===== config.mk =====
export PLATFORM = sky130hd
export DESIGN_NAME = tmr_timer8
export DESIGN_NICKNAME = d
export VERILOG_FILES = /design/src/tmr_timer8.v
export VERILOG_INCLUDE_DIRS = /design/src
export SDC_FILE = /design/constraint.sdc
export NUM_CORES = 1
export LEC_CHECK = 0
export BUFFER_PORTS_ARGS = -buffer_cell sky130_fd_sc_hd__buf_2
export CAP_MARGIN = 15
export CORE_ASPECT_RATIO = 0.75
export CORE_MARGIN = 2
export CORE_UTILIZATION = 40
export DETAILED_ROUTE_END_ITERATION = 12
export GPL_ROUTABILITY_DRIVEN = 1
export PLACE_DENSITY = 0.59
export SLEW_MARGIN = 30
export SYNTH_ARGS = -nofsm -noshare
export SYNTH_HDL_FRONTEND = slang
export SYNTH_SLANG_ARGS = --single-unit

===== constraint.sdc =====
create_clock -name core_clk -period 2.82 [get_ports core_clk]
set_clock_uncertainty 0.2 [all_clocks]
set_input_delay 0.141 -clock core_clk [delete_from_list [all_inputs] [get_ports core_clk]]
set_output_delay 0.141 -clock core_clk [all_outputs]
set_load 0.05 [all_outputs]

===== src/tmr_regs.vh =====
// Summary of operation
// - software reads and writes the 8-bit count; a write replaces it
// - after a count write, no compare match on the next timer tick
// - compare value A is matched against the count; sets flag or drives output A
// - compare value B is matched against the count; sets flag or drives output B
// - compare B request needs its enable, global enable and flag all set
// - compare A request needs its enable, global enable and flag all set
// - overflow request needs its enable, global enable and flag all set
// - compare B flag is set when the count equals compare value B
// - compare B flag clears on vector entry or on a written one
// - compare A flag is set when the count equals compare value A
// - compare A flag clears on vector entry or on a written one
// - overflow flag is set when the counter overflows
// - overflow flag clears on vector entry or on a written one
// - the count that sets the overflow flag depends on the waveform mode
// - upper bits of mask and flag registers read as zero
// - a forced compare strobe changes only the waveform output, never a flag
`ifndef TMR_REGS_VH
`define TMR_REGS_VH
`define TMR_OFF_CTRL   12'h000
`define TMR_OFF_COUNT  12'h004
`define TMR_OFF_CMPA   12'h008
`define TMR_OFF_CMPB   12'h00c
// the mask offset is kept as a word index, so it is word aligned; byte address is four times it
`define TMR_IDX_MASK   10'h06e
`define TMR_OFF_MASK   {`TMR_IDX_MASK, 2'h0}
`define TMR_OFF_FLAGS  12'h010
`define TMR_OFF_VECACK 12'h014
`define TMR_BIT_OVF    0
`define TMR_BIT_CMPA   1
`define TMR_BIT_CMPB   2
`define TMR_BIT_FOCA   6
`define TMR_BIT_FOCB   7
`define TMR_MAX        8'hff
`define TMR_BOTTOM     8'h00
`define TMR_ZERO8      8'h00
`endif


===== src/tmr_timer8.v =====
`timescale 1ns/1ps
`include "tmr_regs.vh"
// ctrl layout: [2:0] clock select (0 stop, else tick every core_clk),
// [5:3] waveform_mode_sel, [6] force_cmp_a_strobe, [7] force strobe b (write only)
// [9:8] compare output mode a, [11:10] compare output mode b
module tmr_timer8 (
   input  wire        core_clk,
   input  wire        rst,
   input  wire        psel,
   input  wire        penable,
   input  wire        pwrite,
   input  wire [11:0] paddr,
   input  wire [31:0] pwdata,
   output reg  [31:0] prdata,
   output reg         pready,
   output reg         pslverr,
   input  wire        global_irq_en,
   output reg         irq,
   output reg         irq_cmp_a,
   output reg         irq_cmp_b,
   output reg         irq_ovf,
   output reg         wave_out_a,
   output reg         wave_out_b
);
   localparam ST_IDLE = 1'b0;
   localparam ST_ACK  = 1'b1;

   reg         st_r;
   reg [11:0]  ctrl_r;
   reg [7:0]   counter_value_r;
   reg [7:0]   compare_value_a_r;
   reg [7:0]   compare_value_b_r;
   reg [2:0]   mask_r;
   reg [2:0]   flags_r;
   reg         dir_down_r;
   reg         block_r;
   reg [7:0]   counter_value_nxt;
   reg         dir_down_nxt;
   reg [2:0]   set_ev;
   reg [2:0]   clr_ev;
   reg         wave_a_nxt;
   reg         wave_b_nxt;
   reg [31:0]  rd_nxt;
   reg         hit;

   wire        acc      = psel & penable & (st_r == ST_IDLE);
   wire        wr       = acc & pwrite;
   wire [2:0]  wgm      = ctrl_r[5:3];
   wire        running  = (ctrl_r[2:0] != 3'h0);
   wire        tick     = running;
   wire        pwm      = wgm[0];
   wire        ocr_top  = wgm[2] | (wgm == 3'h2);
   wire [7:0]  top      = ocr_top ? compare_value_a_r : `TMR_MAX;
   wire        m_a      = (counter_value_r == compare_value_a_r);
   wire        m_b      = (counter_value_r == compare_value_b_r);

   function [1:0] sel_hit;
      input [11:0] a;
      begin
         sel_hit = 2'h0;
         if (a == `TMR_OFF_COUNT) sel_hit = 2'h1;
         if (a == `TMR_OFF_FLAGS) sel_hit = 2'h2;
      end
   endfunction

   function wave_apply;
      input       cur;
      input [1:0] com;
      input       up;
      begin
         case (com)
            2'h1: wave_apply = ~cur;
            2'h2: wave_apply = ~up;
            2'h3: wave_apply = up;
            default: wave_apply = cur;
         endcase
      end
   endfunction

   // counter sequence per mode
   always @* begin
      counter_value_nxt = counter_value_r;
      dir_down_nxt      = dir_down_r;
      set_ev            = 3'h0;
      wave_a_nxt        = wave_out_a;
      wave_b_nxt        = wave_out_b;
      if (tick) begin
         case (wgm)
            3'h1, 3'h5: begin
               if (!dir_down_r && counter_value_r == top) begin
                  dir_down_nxt      = 1'b1;
                  counter_value_nxt = counter_value_r - 8'h01;
               end else if (dir_down_r && counter_value_r == `TMR_BOTTOM) begin
                  dir_down_nxt      = 1'b0;
                  counter_value_nxt = counter_value_r + 8'h01;
                  set_ev[`TMR_BIT_OVF] = 1'b1;
               end else if (dir_down_r) begin
                  counter_value_nxt = counter_value_r - 8'h01;
               end else begin
                  counter_value_nxt = counter_value_r + 8'h01;
               end
            end
            3'h2, 3'h7, 3'h3: begin
               if (counter_value_r == top) begin
                  counter_value_nxt = `TMR_BOTTOM;
                  if (wgm != 3'h2 || top == `TMR_MAX)
                     set_ev[`TMR_BIT_OVF] = 1'b1;
               end else begin
                  counter_value_nxt = counter_value_r + 8'h01;
                  // ctc with the count above top still wraps at max
                  if (wgm == 3'h2 && counter_value_r == `TMR_MAX)
                     set_ev[`TMR_BIT_OVF] = 1'b1;
               end
            end
            default: begin
               counter_value_nxt = counter_value_r + 8'h01;
               if (counter_value_r == `TMR_MAX)
                  set_ev[`TMR_BIT_OVF] = 1'b1;
            end
         endcase
         // compare matches are blocked on the tick after a count write
         if (!block_r) begin
            set_ev[`TMR_BIT_CMPA] = m_a;
            set_ev[`TMR_BIT_CMPB] = m_b;
            if (m_a)
               wave_a_nxt = wave_apply(wave_out_a, ctrl_r[9:8], ~dir_down_r);
            if (m_b)
               wave_b_nxt = wave_apply(wave_out_b, ctrl_r[11:10], ~dir_down_r);
         end
      end
      // forced strobes: waveform only, non-pwm modes only, no flag
      if (wr && paddr == `TMR_OFF_CTRL && !pwm) begin
         if (pwdata[`TMR_BIT_FOCA])
            wave_a_nxt = wave_apply(wave_out_a, ctrl_r[9:8], 1'b1);
         if (pwdata[`TMR_BIT_FOCB])
            wave_b_nxt = wave_apply(wave_out_b, ctrl_r[11:10], 1'b1);
      end
      // a count write overrides the sequence
      if (wr && sel_hit(paddr) == 2'h1)
         counter_value_nxt = pwdata[7:0];
   end

   // write-one-to-clear and vector acknowledge
   always @* begin
      clr_ev = 3'h0;
      if (wr && sel_hit(paddr) == 2'h2)
         clr_ev = pwdata[2:0];
      if (wr && paddr == `TMR_OFF_VECACK)
         clr_ev = clr_ev | pwdata[2:0];
   end

   always @* begin
      hit    = 1'b1;
      rd_nxt = 32'h0;
      case (paddr)
         `TMR_OFF_CTRL:   rd_nxt = {20'h0, ctrl_r[11:8], 2'h0, ctrl_r[5:0]};
         `TMR_OFF_COUNT:  rd_nxt = {24'h0, counter_value_r};
         `TMR_OFF_CMPA:   rd_nxt = {24'h0, compare_value_a_r};
         `TMR_OFF_CMPB:   rd_nxt = {24'h0, compare_value_b_r};
         `TMR_OFF_MASK:   rd_nxt = {29'h0, mask_r};
         `TMR_OFF_FLAGS:  rd_nxt = {29'h0, flags_r};
         `TMR_OFF_VECACK: rd_nxt = 32'h0;
         default:         hit = 1'b0;
      endcase
   end

   always @(posedge core_clk or posedge rst) begin
      if (rst) begin
         st_r              <= ST_IDLE;
         prdata            <= 32'h0;
         pready            <= 1'b0;
         pslverr           <= 1'b0;
         ctrl_r            <= 12'h000;
         counter_value_r   <= `TMR_ZERO8;
         compare_value_a_r <= `TMR_ZERO8;
         compare_value_b_r <= `TMR_ZERO8;
         mask_r            <= 3'h0;
         flags_r           <= 3'h0;
         dir_down_r        <= 1'b0;
         block_r           <= 1'b0;
         irq               <= 1'b0;
         irq_cmp_a         <= 1'b0;
         irq_cmp_b         <= 1'b0;
         irq_ovf           <= 1'b0;
         wave_out_a        <= 1'b0;
         wave_out_b        <= 1'b0;
      end else begin
         // one wait state: answer the cycle after the access phase opens
         st_r    <= acc ? ST_ACK : ST_IDLE;
         pready  <= acc;
         pslverr <= acc & ~hit;
         if (acc && !pwrite)
            prdata <= rd_nxt;
         if (wr) begin
            case (paddr)
               `TMR_OFF_CTRL: ctrl_r <= {pwdata[11:8], 2'h0, pwdata[5:0]};
               `TMR_OFF_CMPA: compare_value_a_r <= pwdata[7:0];
               `TMR_OFF_CMPB: compare_value_b_r <= pwdata[7:0];
               `TMR_OFF_MASK: mask_r <= pwdata[2:0];
               default: ;
            endcase
         end
         counter_value_r <= counter_value_nxt;
         dir_down_r      <= dir_down_nxt;
         // held until the next tick; the counter ticks every cycle when running
         if (wr && sel_hit(paddr) == 2'h1)
            block_r <= 1'b1;
         else if (tick)
            block_r <= 1'b0;
         // set wins over a same-cycle clear
         flags_r    <= (flags_r & ~clr_ev) | set_ev;
         wave_out_a <= wave_a_nxt;
         wave_out_b <= wave_b_nxt;
         // requests follow flag, enable and global enable as levels
         irq_cmp_b  <= flags_r[`TMR_BIT_CMPB] & mask_r[`TMR_BIT_CMPB] & global_irq_en;
         irq_cmp_a  <= flags_r[`TMR_BIT_CMPA] & mask_r[`TMR_BIT_CMPA] & global_irq_en;
         irq_ovf    <= flags_r[`TMR_BIT_OVF] & mask_r[`TMR_BIT_OVF] & global_irq_en;
         irq        <= |(flags_r & mask_r) & global_irq_en;
      end
   end
endmodule


# Yosys cells after proc, flatten, opt, wreduce, memory -nomap -nowiden
# Index checks and enable logic that the tools add are counted.
[word_totals]
regBits = 83
latch_bits = 0
ramBits = 0
rom_bits = 0
inputBits = 50
out_inout_bits = 40
elab_cells = 138
mem_count = 0
[op_classes]
addsub = 2
mul = 0
n_div = 0
n_lt_le_gt_ge = 0
n_eq_ne = 27
shifts = 0
muxes = 42
bitwise_logic = 22
n_reduce_logical = 27
[ops]
columns = ["op", "n"]
rows = [
  ["$pmux W12 S6", 1],
  ["$mux W8", 7],
  ["$eq A12 B4 Y1 const B", 2],
  ["$eq A12 B5 Y1 const B", 2],
  ["$eq A8 B8 Y1", 3],
  ["$mux W1", 23],
  ["$eq A8 B8 Y1 const B", 2],
  ["$pmux W8 S2", 1],
  ["$eq A12 B3 Y1 const B", 1],
  ["$eq A12 B9 Y1 const B", 1],
  ["$logic_not A12 Y1", 1],
  ["$pmux W1 S3", 4],
  ["$and A1 B1 Y1", 11],
  ["$eq A2 B2 Y1 const B", 5],
  ["$ne A5 B2 Y1 const B", 2],
  ["$logic_and A1 B1 Y1", 9],
  ["$mux W3", 3],
  ["$add A8 B1 Y8 const B", 1],
  ["$logic_not A8 Y1", 1],
  ["$reduce_and A2 Y1", 4],
  ["$sub A8 B1 Y8 const B", 1],
  ["$reduce_or A7 Y1", 1],
  ["$and A3 B3 Y3", 2],
  ["$eq A2 B1 Y1 const B", 3],
  ["17 further kinds", 29],
]

# Longest topological paths before layout
[logic_depth]
ltp_word = 11
ltp_mapped = 9
mapped_depth_nobuf = 8

# Least setup slack after synthesis
# OpenSTA, ideal clock, no wires.
[synth_path]
path_type = "register to register"
startpoint = "register counter_value_r[0]"
endpoint = "register counter_value_r[2]"
setup_ps = 128
t_arrival_ps = 2010
t_required_ps = 2492
setup_slack_ps = 482
stages_incl_launch_ff = 10
path_buffers = 1
period_less_slack_ps = 2338
cell_sequence = "dfrtp_1 clkbuf_1 inv_1 ha_1 nand2_1 nor4_4 or2b_1 a22o_2 a221oi_2 a211oi_2"
[synth_via]
elab_chain_cells = 7
word_cells_on_any_way = 13
cone_classes = "2 x add/sub; 1 x eq/ne; 7 x mux; 3 x reduce/logical"
[synth_rtl]
columns = ["element", "line", "source"]
rows = [
  ["from (decl)", "tmr_timer8.v:30", "reg [7:0] counter_value_r;"],
  ["from (signal assigned)", "tmr_timer8.v:174", "counter_value_r <= `TMR_ZERO8;"],
  ["from (signal assigned)", "tmr_timer8.v:203", "counter_value_r <= counter_value_nxt;"],
  ["$add A8 B1 Y8, or another cell as far along", "n/a", ""],
  ["$mux W8 / $logic_and A1 B1 Y1 (equally long branches)", "n/a", ""],
  ["$mux W8", "tmr_timer8.v:93", "end else if (dir_down_r && counter_value_r == `TMR_BOTTOM) begin"],
  ["$mux W8", "tmr_timer8.v:90", "if (!dir_down_r && counter_value_r == top) begin"],
  ["$pmux W8 S2 *", "tmr_timer8.v:88", "case (wgm)"],
  ["$mux W8 *", "tmr_timer8.v:87", "if (tick) begin"],
  ["$mux W8 *", "tmr_timer8.v:139", "if (wr && sel_hit(paddr) == 2'h1)"],
]
# Mark *: on every way between the ends. The rest lies on a longest branch, timed or not. The select of a mux whose other input is x is not followed.
# A chain may end at the register's enable or synchronous reset.

# Final worst setup path
[layout_path]
startpoint = "register ctrl_r[3]"
endpoint = "register counter_value_r[4]"
[layout_via]
elab_chain_cells = 9
word_cells_on_any_way = 16
cone_classes = "6 x eq/ne; 6 x mux; 1 x bitwise; 3 x reduce/logical"
[layout_rtl]
columns = ["element", "line", "source"]
rows = [
  ["from (decl)", "tmr_timer8.v:29", "reg [11:0] ctrl_r;"],
  ["from (signal assigned)", "tmr_timer8.v:196", "`TMR_OFF_CTRL: ctrl_r <= {pwdata[11:8], 2'h0, pwdata[5:0]};"],
  ["$eq A3 B2 Y1", "tmr_timer8.v:52, tmr_timer8.v:88", ""],
  ["$or A1 B1 Y1", "tmr_timer8.v:52", "wire ocr_top = wgm[2] | (wgm == 3'h2);"],
  ["$mux W8 (no source line)", "n/a", ""],
  ["$eq A8 B8 Y1", "tmr_timer8.v:90, tmr_timer8.v:104", ""],
  ["$logic_and A1 B1 Y1", "tmr_timer8.v:90", ""],
  ["$mux W8", "tmr_timer8.v:90", ""],
  ["$pmux W8 S2 *", "tmr_timer8.v:88", ""],
  ["$mux W8 *", "tmr_timer8.v:87", ""],
  ["$mux W8 *", "tmr_timer8.v:139", ""],
]
# Marks and branches as above.

==> results.toml <==
[run_status]
status = "finished clean"

[final_layout]
final_area_sq_mm = 0.004806
areaGrowthSynthToFinish_pct = 21.51
nets = 553
register_area_sq_mm = 0.001551
utilization = 0.4996
multi_input_area_sq_mm = 0.002176
final_layout_size_suffix_gt1_frac = 0.2475
fillers = 927
diodes = 0
fin_cells = 633

[cts]
root_buffer = "clkbuf_16"
cts_made_buffers = 9
clk_pin_slew_ps = 60
cts.htree.levels = 3
cts_tree = "done"
cts.sinks = 62
clk_latency_ps = 330
cts_buffer_depth = 2

[critical_path]
worst-endpoint-arrival_ps = 2710
cpMaxStageDelayCell = "dfrtp_1"
critPathMaxFanout = 9
cp-start-kind = "flip-flop"
critPathRequiredTime_ps = 2810
crit_chain = "nand2b_1 > nand3_1 > a32oi_1 > nand4_1 > or2_1 > a311oi_1 > a21oi_1"
crit_type = "reg2reg"
endpoint_kind = "flip-flop"
max_stage_delay_ps = 530

[global_route]
antenna_found_initial = 0
gr-total-overflow = 0
grt_pass1_vias = 3392
grt_start_max_net_pins = 35
grt_pass1_wl_mm = 18.11
track_usage = 0.2175

[sta]
slew-limit-headroom = 0.5326
fmax_ghz = 0.3684
hold_viol = 0
drv_slew = 0
setup_viol = 0
rsz0062_at_grt = "false"
worstMarginPinSlew_ps = 700.1
fin_crit_ps = 2715
setup_tns_ps = 0
period_share = 0.9627
hold_ws_ps = 12.35

[yosys]
synth_cells = 423
ys_ff_latch = 62
ys_async_sr_fraction = 1.000
yosysSeqAreaShare = 0.3923
ys_warn_count = 0
synth_flop_cell = "dfrtp_1"
avgSynthCellArea_sq_um = 9.350
ys_types = 57
synth_edf_count = 0
netlist_area_sq_mm = 0.003955

[power]
leakagePower_nw = 2.203
peakVddDrop_mv = 0.3159
powerDensity_mw_per_mm2 = 517.6

[routing]
routed-via-count = 3490
wire_per_inst_um = 17.53
finalWirelength_mm = 11.09
via_per_inst = 5.513
ant_nets = 0
drt_iter0_drc = 381
drc_errors = 0
drt-pass1-iter-count = 7

[floorplanning]
die_h_um = 90.12
core_area_sq_mm = 0.009619
initial_core_util = 0.4112
die_w_um = 118.8
ios = 90
die_area_sq_mm = 0.01071
rows = 31

[place]
place.gp.congestion = 0.8789
postPlaceCellArea_sq_mm = 0.004309
place_hpwl_mm = 8.055
io_buffers = 49
dp_cells = 600

[min_path]
hold_class = "in2reg"

[job]
max_cap_viol_count = 0
report_power, final:
part           internal (W)  leakage [nW]  switching, W  total (W)
Combinational      0.000117          1.26      0.000237   0.000354
Sequential         0.000909         0.782     0.0000249   0.000934
Clock              0.000799         0.156      0.000400    0.00120
cell usage in the layout (no fill, tap or decap), drive strengths merged, types with 3 or more instances in the layout:
| master | instances |
|---|---|
| nand2b | 4 |
| or3 | 3 |
| nor4 | 7 |
| buf | 65 |
| nand3 | 18 |
| dlygate4sd3 | 17 |
| a21oi | 14 |
| conb | 20 |
| mux2i | 6 |
| nor2b | 5 |
| o21ai | 33 |
| xor2 | 13 |
| a221oi | 4 |
| and2 | 8 |
| and3 | 6 |
| a31oi | 7 |
| nand2 | 48 |
| a22oi | 6 |
| nor3 | 12 |
| a32oi | 3 |
| ha | 7 |
| inv | 12 |
| xnor2 | 10 |
| nor2 | 33 |
| nand4 | 3 |
| dfrtp | 62 |
| nand3b | 3 |
| a222oi | 5 |
| clkbuf | 11 |
| mux2 | 29 |
kinds of logic after synthesis:
group | after synthesis | synth area share
flip-flops | 62 | 0.3923
other | 1 | 0.0009482
XOR/XNOR | 23 | 0.05093
adder cells (fa/ha/maj) | 7 | 0.02214
AO/OA/AOI/OAI | 85 | 0.1417
AND/OR/NAND/NOR | 160 | 0.2180
multiplexers | 35 | 0.09775
buffers and inverters | 50 | 0.07624
cell usage after synthesis (7+ instances only):
cell     number  area share
and2_1        8       0.013
nand2_1      47       0.045
buf_2        10       0.013
buf_4        21       0.040
nor2_1       33       0.031
ha_1          7       0.022
dfrtp_1      62        0.39
o21ai_0      32       0.040
a21oi_1      14       0.018
nor3_1       10       0.013
xnor2_1      10       0.022
mux2_2       29       0.083
a31oi_1       7       0.011
inv_1        11       0.010
nand3_1      18       0.023
xor2_1       13       0.029
area by class of cell:
| type | count | share of cell area |
|---|---|---|
| inverters | 11 | 0.008592 |
| clock inverters | 5 | 0.01692 |
| well taps | 132 | 0.03437 |
| clock buffers | 11 | 0.05051 |
| multi-input cells | 330 | 0.4527 |
| flip-flops and latches | 62 | 0.3228 |
| repair buffers | 82 | 0.1140 |
what timing repair did:
action | 4_1_cts | 5_1_grt
resized for setup | 0 | 1
hold endpoints to repair | 65 | 0
endpoints found under the setup margin | 0 | 4
setup buffers | 0 | 0
hold buffers | 17 | 0
worst max-delay path, delay by kind of cell, from the launching register on:
family / cells / cell delay, ps
AOI/OAI and AO/OA: 3 / 790
and+or+nand+nor: 4 / 1050
DFF: 1 / 530
through the flow:
stage,worst slack [ps],total power [W]
after floorplan,482.0,0.001210
after global placement,286.0,0.001275
after detailed placement,281.2,0.001282
after CTS,238.1,0.002509
after global routing,3.592,0.002584
final,105.2,0.002488
registers in the layout, indices dropped and copies added, names as in the netlist, 3 cells and up:
| signal | cells |
|---|---|
| compare_value_b_r | 8 |
| ctrl_r | 10 |
| mask_r | 3 |
| prdata | 12 |
| counter_value_r | 8 |
| compare_value_a_r | 8 |
| flags_r | 3 |
per-layer routing:
metal	global-route usage	wire, um	vias up
met5	0	0	-
met2	0.3271	4849	164
li1	-	-	1613
met3	0.05647	944	12
met4	0.05853	128	0
met1	0.3097	5172	1701
path summary, 6_finish.rpt:
kind                       slack, ps                  to  depth (start not counted)  startpoint
min                               10  counter_value_r[2]                          3   pwdata[2]
max                              110  counter_value_r[4]                          7   ctrl_r[3]
max in group asynchronous       1510           prdata[4]                          4         rst
min reg2reg                      280          prdata[10]                          2  prdata[10]
min in group asynchronous        270          prdata[10]                          3         rst
max reg2reg                      110  counter_value_r[4]                          7   ctrl_r[3]
(Power assumes the default switching activity.)
